`src/logic/kami_pkg.sv`:
```
// Constants and helpers shared by the key and address-match block.
// Assumes byte-wide registers at their printed byte addresses.
//
// What this block does
// Any selected edge on enabled key pins raises one key request.
// A key edge on an enabled pin gives a wake-up event.
// Per-pin enable bit: 0 excludes the pin, 1 includes it.
// Per-pin polarity bit: 0 falling edge, 1 rising edge.
// Enabled falling-type pin held low blocks edges on other pins.
// Enabled rising-type pin held high blocks edges on other pins.
// Rewriting key control may set the flag; software clears it after.
// Two key control registers, even bits enable, odd bits polarity, reset 0.
// Request a match interrupt just before executing the matched address.
// Each match channel has an enable at bit 0 of its register.
// Match interrupt ignores global mask flag and priority level.
// Pushed PC is match address plus 2 for short forms, else plus 1.
// Software loads match addresses with instruction start addresses only.
// Handler fixes stacked return address or unwinds and jumps back.
// Match enable bits 1 to 7 read zero and ignore writes.
// Two match enable registers at own addresses, reset to disabled.
// Match address register holds a 20-bit instruction address.
// Gate by enable, condition by polarity, OR, edge sets flag.
package kami_pkg;
   localparam int REG_ADDR_W = 9;
   localparam int REG_DATA_W = 8;
   localparam int KEY_PINS = 8;
   localparam int MATCH_ADDR_W = 20;

   localparam logic [8:0] MATCH_ADDR0_OFF = 9'h1C0;
   localparam logic [8:0] MATCH_CH0_EN_OFF = 9'h1C3;
   localparam logic [8:0] MATCH_ADDR1_OFF = 9'h1C4;
   localparam logic [8:0] MATCH_CH1_EN_OFF = 9'h1C7;
   localparam logic [8:0] KEY_STATUS_OFF = 9'h1F8;
   localparam logic [8:0] KEY_LOW_CTRL_OFF = 9'h1FE;
   localparam logic [8:0] KEY_HIGH_CTRL_OFF = 9'h1FF;

   localparam int KEY_EN_POS = 0;
   localparam int KEY_POL_POS = 1;
   localparam int MATCH_ON_POS = 0;
   localparam int KEY_FLAG_POS = 0;
   localparam int KEY_LEVEL_POS = 1;
   localparam logic [1:0] MATCH_TOP_BYTE = 2'h2;

   localparam logic [7:0] KEY_CTRL_RST = 8'h00;
   localparam logic [7:0] MATCH_EN_RST = 8'h00;
   localparam logic [19:0] MATCH_ADDR_RST = 20'h00000;

   localparam logic [19:0] PC_STEP_SHORT = 20'h00002;
   localparam logic [19:0] PC_STEP_LONG = 20'h00001;

   // Pin is active when enabled and at its selected level
   function automatic logic key_cond(input logic en, input logic pol,
                                     input logic pin);
      return en & ~(pin ^ pol);
   endfunction

   function automatic logic [19:0] pushed_pc(input logic [19:0] addr,
                                             input logic short_form);
      return addr + (short_form ? PC_STEP_SHORT : PC_STEP_LONG);
   endfunction
endpackage

```
`src/logic/kami_match_bank.sv`:
```
// Two match address registers, byte written, read data registered.
// Assumes one-cycle strobes, never read and write together.
`timescale 1ns/100ps
module kami_match_bank (
   // Clock and reset
   input wire logic clk_in,
   input wire logic rst_b_in,
   // Register port
   input wire logic [8:0] addr_in,
   input wire logic [7:0] wdata_in,
   input wire logic wr_in,
   input wire logic rd_in,
   output logic [7:0] rdata_out,
   output logic hit_out,
   // Stored addresses
   output logic [19:0] match_address_ch0_out,
   output logic [19:0] match_address_ch1_out
);
   logic [19:0] match_address [2];
   logic sel_valid;
   logic sel_ch;
   logic [1:0] sel_byte;
   logic [19:0] cur;

   always_comb begin
      sel_valid = 1'b0;
      sel_ch = 1'b0;
      sel_byte = addr_in[1:0];
      if (addr_in[8:2] == kami_pkg::MATCH_ADDR0_OFF[8:2] &&
          addr_in[1:0] != 2'h3) begin
         sel_valid = 1'b1;
      end else if (addr_in[8:2] == kami_pkg::MATCH_ADDR1_OFF[8:2] &&
                   addr_in[1:0] != 2'h3) begin
         sel_valid = 1'b1;
         sel_ch = 1'b1;
      end
      cur = match_address[sel_ch];
   end

   // Bits 23..20 have no storage
   always_ff @(posedge clk_in) begin
      if (!rst_b_in) begin
         match_address[0] <= kami_pkg::MATCH_ADDR_RST;
         match_address[1] <= kami_pkg::MATCH_ADDR_RST;
      end else if (wr_in && sel_valid) begin
         case (sel_byte)
            2'h0: match_address[sel_ch][7:0] <= wdata_in;
            2'h1: match_address[sel_ch][15:8] <= wdata_in;
            default: match_address[sel_ch][19:16] <= wdata_in[3:0];
         endcase
      end
   end

   always_ff @(posedge clk_in) begin
      if (!rst_b_in) begin
         rdata_out <= 8'h00;
         hit_out <= 1'b0;
      end else begin
         hit_out <= rd_in & sel_valid;
         rdata_out <= 8'h00;
         if (rd_in && sel_valid) begin
            case (sel_byte)
               2'h0: rdata_out <= cur[7:0];
               2'h1: rdata_out <= cur[15:8];
               default: rdata_out <= {4'h0, cur[19:16]};
            endcase
         end
      end
   end

   assign match_address_ch0_out = match_address[0];
   assign match_address_ch1_out = match_address[1];
endmodule // kami_match_bank

```
`src/logic/kami_top.sv`:
```
// Key-input interrupt and two-channel address-match interrupt.
// Assumes key pins and fetch signals synchronous to clk_in.
//
// Chosen here: strobed register access.
`timescale 1ns/100ps
module kami_top (
   // Clock and reset
   input wire logic clk_in,
   input wire logic rst_b_in,

   // Register port
   input wire logic [8:0] reg_addr_in,
   input wire logic [7:0] reg_wdata_in,
   input wire logic reg_wr_in,
   input wire logic reg_rd_in,
   output logic [7:0] reg_rdata_out,

   // Key pins and key request
   input wire logic [7:0] key_pin_in,
   output logic key_irq_request_out,
   output logic key_wake_out,

   // CPU instruction fetch
   input wire logic [19:0] fetch_addr_in,
   input wire logic fetch_valid_in,
   input wire logic fetch_short_in,
   output logic match_req_out,
   output logic match_channel_out,
   output logic [19:0] match_pc_out
);

   logic [7:0] key_low;
   logic [7:0] key_high;
   logic [1:0] match_on;
   logic request_flag;

   logic [7:0] key_en;
   logic [7:0] key_pol;
   logic [7:0] key_active;
   logic key_any;
   logic key_any_q;
   logic key_edge;
   logic flag_clear;

   logic [19:0] match_address_ch0;
   logic [19:0] match_address_ch1;
   logic hit0;
   logic hit1;

   logic [7:0] top_rdata;
   logic [7:0] key_status;
   logic [7:0] bank_rdata;
   logic bank_hit;

   // Register writes

   always_ff @(posedge clk_in) begin
      if (!rst_b_in) begin
         key_low <= kami_pkg::KEY_CTRL_RST;
         key_high <= kami_pkg::KEY_CTRL_RST;
      end else if (reg_wr_in) begin
         if (reg_addr_in == kami_pkg::KEY_LOW_CTRL_OFF) begin
            key_low <= reg_wdata_in;
         end else if (reg_addr_in == kami_pkg::KEY_HIGH_CTRL_OFF) begin
            key_high <= reg_wdata_in;
         end
      end
   end

   always_ff @(posedge clk_in) begin
      if (!rst_b_in) begin
         match_on[0] <= kami_pkg::MATCH_EN_RST[0];
         match_on[1] <= kami_pkg::MATCH_EN_RST[0];
      end else if (reg_wr_in) begin
         if (reg_addr_in == kami_pkg::MATCH_CH0_EN_OFF) begin
            match_on[0] <= reg_wdata_in[kami_pkg::MATCH_ON_POS];
         end else if (reg_addr_in == kami_pkg::MATCH_CH1_EN_OFF) begin
            match_on[1] <= reg_wdata_in[kami_pkg::MATCH_ON_POS];
         end
      end
   end

   // Key detection

   // Split the two control bytes into per-pin fields
   always_comb begin
      for (int i = 0; i < kami_pkg::KEY_PINS; i++) begin
         if (i < 4) begin
            key_en[i] = key_low[2 * i + kami_pkg::KEY_EN_POS];
            key_pol[i] = key_low[2 * i + kami_pkg::KEY_POL_POS];
         end else begin
            key_en[i] = key_high[2 * (i - 4) + kami_pkg::KEY_EN_POS];
            key_pol[i] = key_high[2 * (i - 4) + kami_pkg::KEY_POL_POS];
         end
         key_active[i] = kami_pkg::key_cond(key_en[i], key_pol[i],
                                            key_pin_in[i]);
      end
   end

   // A pin held at its active level keeps the OR high, masking others
   assign key_any = |key_active;
   assign key_edge = key_any & ~key_any_q;

   always_ff @(posedge clk_in) begin
      if (!rst_b_in) begin
         key_any_q <= 1'b0;
      end else begin
         key_any_q <= key_any;
      end
   end

   assign flag_clear = reg_wr_in &&
                       reg_addr_in == kami_pkg::KEY_STATUS_OFF &&
                       !reg_wdata_in[kami_pkg::KEY_FLAG_POS];

   // Control rewrites can also make the OR rise and set the flag
   always_ff @(posedge clk_in) begin
      if (!rst_b_in) begin
         request_flag <= 1'b0;
      end else if (key_edge) begin
         request_flag <= 1'b1;
      end else if (flag_clear) begin
         request_flag <= 1'b0;
      end
   end

   always_ff @(posedge clk_in) begin
      if (!rst_b_in) begin
         key_wake_out <= 1'b0;
      end else begin
         key_wake_out <= key_edge;
      end
   end

   assign key_irq_request_out = request_flag;

   // Live OR level beside the sticky flag
   always_comb begin
      key_status = 8'h00;
      key_status[kami_pkg::KEY_LEVEL_POS] = key_any;
      key_status[kami_pkg::KEY_FLAG_POS] = request_flag;
   end

   // Address match

   kami_match_bank i_kami_match_bank (
      .clk_in(clk_in),
      .rst_b_in(rst_b_in),
      .addr_in(reg_addr_in),
      .wdata_in(reg_wdata_in),
      .wr_in(reg_wr_in),
      .rd_in(reg_rd_in),
      .rdata_out(bank_rdata),
      .hit_out(bank_hit),
      .match_address_ch0_out(match_address_ch0),
      .match_address_ch1_out(match_address_ch1)
   );

   assign hit0 = match_on[0] && fetch_addr_in == match_address_ch0;
   assign hit1 = match_on[1] && fetch_addr_in == match_address_ch1;

   // No mask flag or priority level enters this request
   assign match_req_out = fetch_valid_in & (hit0 | hit1);

   always_ff @(posedge clk_in) begin
      if (!rst_b_in) begin
         match_channel_out <= 1'b0;
         match_pc_out <= kami_pkg::MATCH_ADDR_RST;
      end else if (match_req_out) begin
         match_channel_out <= ~hit0;
         match_pc_out <= kami_pkg::pushed_pc(fetch_addr_in,
                                             fetch_short_in);
      end
   end

   // Register reads

   always_ff @(posedge clk_in) begin
      if (!rst_b_in) begin
         top_rdata <= 8'h00;
      end else if (!reg_rd_in) begin
         top_rdata <= 8'h00;
      end else if (reg_addr_in == kami_pkg::KEY_LOW_CTRL_OFF) begin
         top_rdata <= key_low;
      end else if (reg_addr_in == kami_pkg::KEY_HIGH_CTRL_OFF) begin
         top_rdata <= key_high;
      end else if (reg_addr_in == kami_pkg::MATCH_CH0_EN_OFF) begin
         top_rdata <= {7'h00, match_on[0]};
      end else if (reg_addr_in == kami_pkg::MATCH_CH1_EN_OFF) begin
         top_rdata <= {7'h00, match_on[1]};
      end else if (reg_addr_in == kami_pkg::KEY_STATUS_OFF) begin
         top_rdata <= key_status;
      end else begin
         top_rdata <= 8'h00;
      end
   end

   assign reg_rdata_out = bank_hit ? bank_rdata : top_rdata;
endmodule // kami_top

```
`config.mk`:
```
export PLATFORM = sky130hd
export DESIGN_NAME = kami_top
export DESIGN_NICKNAME = d
export VERILOG_FILES = /design/src/logic/kami_pkg.sv /design/src/logic/kami_match_bank.sv /design/src/logic/kami_top.sv
export SDC_FILE = /design/constraint.sdc
export NUM_CORES = 1
export LEC_CHECK = 0
export ABC_AREA = 0
export BUFFER_PORTS_ARGS = -buffer_cell sky130_fd_sc_hd__buf_2
export CORE_MARGIN = 10
export CORE_UTILIZATION = 25
export CTS_CLUSTER_SIZE = 25
export DETAILED_ROUTE_END_ITERATION = 12
export MAX_ROUTING_LAYER = met4
export PLACE_DENSITY_LB_ADDON = 0.2
export SLEW_MARGIN = 30
export SYNTH_ARGS = -nofsm -noshare
export SYNTH_HDL_FRONTEND = slang
export SYNTH_SLANG_ARGS = --single-unit
```
`constraint.sdc`:
```
create_clock -name clk_in -period 2.1 [get_ports clk_in]
set_input_delay 0.21 -clock clk_in [delete_from_list [all_inputs] [get_ports clk_in]]
set_output_delay 0.21 -clock clk_in [all_outputs]
set_load 0.03 [all_outputs]
```
==> results.md <==
* Clock Tree Root: clkbuf_16
* Post-synthesis sequential area ratio at approximately 46%
* Pre-CTS setup slack at 0.0953 ns
* Post-synth net total at ~580
* Final WL at approximately 16 mm
* Die area at approximately 27000 um^2
* DIE HEIGHT at between 150 and 200 um
* Main flop type after synthesis: dfxtp_1
* DIE WIDTH at around 160 um
* DRC errors left at 0
* Max Slew Vio Count at 0
* Tcrit/Tclk final at 103%
* Crit path DAT at about 2.0 ns
* Global-route wire length before repair at 24.7 mm
* Synthesized area per cell at 9.82 um^2
* Status: finished, violations left
* NetSw at between 1 and 1.5 mW
* Num rows at 52
* Initial antenna violation count at 0
* Worst clock skew at roughly 0.010 ns
* Failing checks: setup timing
* Max_cap viols at 0
* Final Core Density at a little under a third
* Buffers added on ports at a little over 80
* FFs w/ async S/R, synth at 0%
* First-pass detailed-route iteration total at 6
* CTS sink count at 99
* Min-Delay Startpoint: reg_wdata_in[6]
* Syn. warnings at 0
* Share of cells above drive strength 1 at approximately a quarter
* Boundary pin count at 83
* Gpl congestion at approximately 0.93
* Flops & latches, synth at 99
* Min-Delay Path Depth at 3
* CP Data Required Time at between 1.5 and 2 ns
* Top post-synthesis cells by area: edfxtp_1 (23%), dfxtp_1 (23%), mux2i_1 (6.6%)
* Worst-Margin Slew at between 0.5 and 0.6 ns
* Critical path capture point type: primary output
* Leakage dissipation at around 2.6 nW
* Fmax at 460 MHz
* Initial DRC count at approximately 220
* Hold Buf Count CTS at 0
* RSZ-0062 raised after global routing: true
* Sw Ratio at a little over a quarter
* Post-DP HPWL at ~13 mm
* Reg2Reg Depth at 6
* Total CTS buffers at 9
* RR Startpoint: i_kami_match_bank.match_address[0][15]$_SDFFCE_PN0P_
* Worst slew margin at 66.3%
* Multi-input logic area at around 2700 um^2
* Nets at between 600 and 700
* Fin cells at 888
* Combinational share of power at 10.1%
* CTS tree: done
* Mapped cell area at about 5200 um^2
* H-tree depth at 3
* Post-synth EDFFs at 40
* Clock power share at between 40% and 50%
* Via count at ~4100
* Internal power at roughly 3 mW
* Vias in the first global route at roughly 4300
* Longest Clk Path Bufs at 2
* Period minus WS final at ~2.2 ns
* Unique masters post-synth at 46
* Reg2Reg Capture Point: match_pc_out[13]$_SDFFE_PN0P_
* Area Growth Syn to Fin at 21.5%
* Worst setup SP type: flop
* Vias per inst at 4.62
* Starting Density at 25.5%
* Hold path endpoint: key_high[6]$_SDFFE_PN0P_
* R2R Setup Slk at around 0.11 ns
* Setup TNS at -0.0728 ns
* Final non-filler cell area at about 6300 um^2
* Final worst setup slack at -0.0728 ns
* Pwr dens at roughly 660 nW/um^2
* Worst-skew pair later-pin latency at approximately 0.36 ns
* Synth top area share at 23.1%
* Routed wire length per instance at approximately 18 um
* Most frequent cell after synthesis: nand2_1
* CTS clock-pin slew for the worst setup and hold paths at 0.08 ns
* Maximum vdd drop at between 0.0003 and 0.0004 V
* Cell total after placement at just under 900
* Post-synth top cells: nand2_1 (74), dfxtp_1 (59), edfxtp_1 (40)
* Setup CP Type: flop to primary output
* Routed Antenna Nets at 0
* Storage cell area at around 2400 um^2
* Hold Crit Class: primary input to flop
* GRT overflow at 0
* Reg power frac at between 40% and 50%
* Core area at between 20000 and 25000 um^2
* Post-synthesis instance total at 529
* Placed cell area at slightly below 6000 um^2
* Final Hold Viols at 0
* Area leader, netlist: edfxtp_1
* GRT Resource Usage Total at 12.3%
* FILL cells at approximately 2200
* Pin count of the biggest net entering global routing at 46
* N_diodes at 0
* CP max FO at 2
* Final-report setup violation count at 1
==> cell usage in the layout (no fill, tap or decap), types with 3 or more instances in the layout <==
master     Yosys  routed
xor2_1        31      29
xnor2_1       35      34
o22ai_1        4       4
nor2b_1        3       3
buf_4          1      22
nand4b_1       4       4
a21oi_1       21      21
nor4_1         5       4
mux2_2         8       8
nor3_1         8       8
nor4_2         2       3
a22oi_1       16      16
and2_1        33      33
nor2_1        26      26
nand3_1       25      25
nand2_1       74      74
buf_2          1      81
nand4_1       13      13
a221oi_1       4       4
clkbuf_16      0       9
nand2b_1       3       3
o21a_1         4       4
edfxtp_1      40      40
dfxtp_1       59      59
mux2i_1       34      34
and3_1        16      16
or2_2          3       3
and4_1         4       4
==> how the worst max path moves through the flow <==
stage	slack, ns	endpoint	start	cells past startpoint
6_report	-0.07	match_req_out	i_kami_match_bank.match_address[1][10]$_SDFFCE_PN0P_	5
3_5_place_dp	0.1	match_pc_out[13]$_SDFFE_PN0P_	i_kami_match_bank.match_address[0][15]$_SDFFCE_PN0P_	6
4_1_cts	-0.07	match_req_out	i_kami_match_bank.match_address[1][2]$_SDFFCE_PN0P_	5
5_1_grt	-0.18	match_req_out	i_kami_match_bank.match_address[1][10]$_SDFFCE_PN0P_	5
2_1_floorplan	0.17	i_kami_match_bank.match_address[1][0]$_SDFFCE_PN0P_	reg_addr_in[3]	3
3_3_place_gp	0.15	match_pc_out[14]$_SDFFE_PN0P_	i_kami_match_bank.match_address[0][15]$_SDFFCE_PN0P_	6
==> timing repair <==
action | 4_1_cts | 5_1_grt
setup buffers | 0 | 3
pin swaps | 0 | 6
hold endpoints to repair | 0 | 0
resized for setup | 4 | 5
endpoints found under the setup margin | 1 | 4
==> final cells by class <==
class	count	share of cell area, %
well taps	270	5.35
multi-input cells	395	42.5
clock buffers	9	3.57
clock inverters	7	1.09
flip-flops and latches	99	37.7
inverters	3	0.178
repair buffers	105	9.53
==> state kept, by name (all words and copies together), names as in the netlist <==
signal and count:
key_high 8, match_on 2, key_any_q 1, i_kami_match_bank.hit_out 1, i_kami_match_bank.match_address 40, key_wake_out 1
match_channel_out 1, i_kami_match_bank.rdata_out 8, match_pc_out 20, key_irq_request_out 1, top_rdata 8, key_low 8
==> critical path, stage by stage, from the launching register on <==
cell and delay (ns):
edfxtp_1 0.47, xor2_2 0.20, nor4_2 0.30, nand4_1 0.18, o31ai_4 0.29, buf_6 0.17
==> layer usage <==
metal / global-route usage [%] / routed length, um / vias to the layer above
li1: - / - / 2032
met1: 16.2 / 7760 / 1931
met2: 18.2 / 7120 / 126
met3: 3.48 / 1070 / 10
met4: 2.72 / 170 / 0
met5: - / 0 / -
==> metrics by stage <==
step           power [mW]  hold slack, ns
2_1_floorplan        2.34           0.357
3_3_place_gp         2.52           0.399
3_5_place_dp         2.53           0.405
4_1_cts              4.21           0.187
5_1_grt              4.34           0.197
6_report             4.17           0.199
==> power groups by stage <==
stage / combinational, mW / clock [mW] / sequential, mW
final: 0.422 / 1.67 / 2.08
after floorplan: 0.241 / 0 / 2.10
after global placement: 0.404 / 0 / 2.12
after CTS: 0.413 / 1.72 / 2.08
after global routing: 0.460 / 1.79 / 2.08
after detailed placement: 0.409 / 0 / 2.12
==> logic make-up (layout without fill, tap and decap cells) <==
family                   after synthesis  count (layout)  synth area share (%)
AND/OR/NAND/NOR                      226             226                  22.8
flip-flops                            99              99                  45.9
XOR/XNOR                              66              66                  11.1
AO/OA/AOI/OAI                         58              58                  7.66
multiplexers                          42              42                  8.29
buffers and inverters                 35             124                  3.35
adder cells (fa/ha/maj)                3               3                 0.867
(Power assumes the default switching activity.)
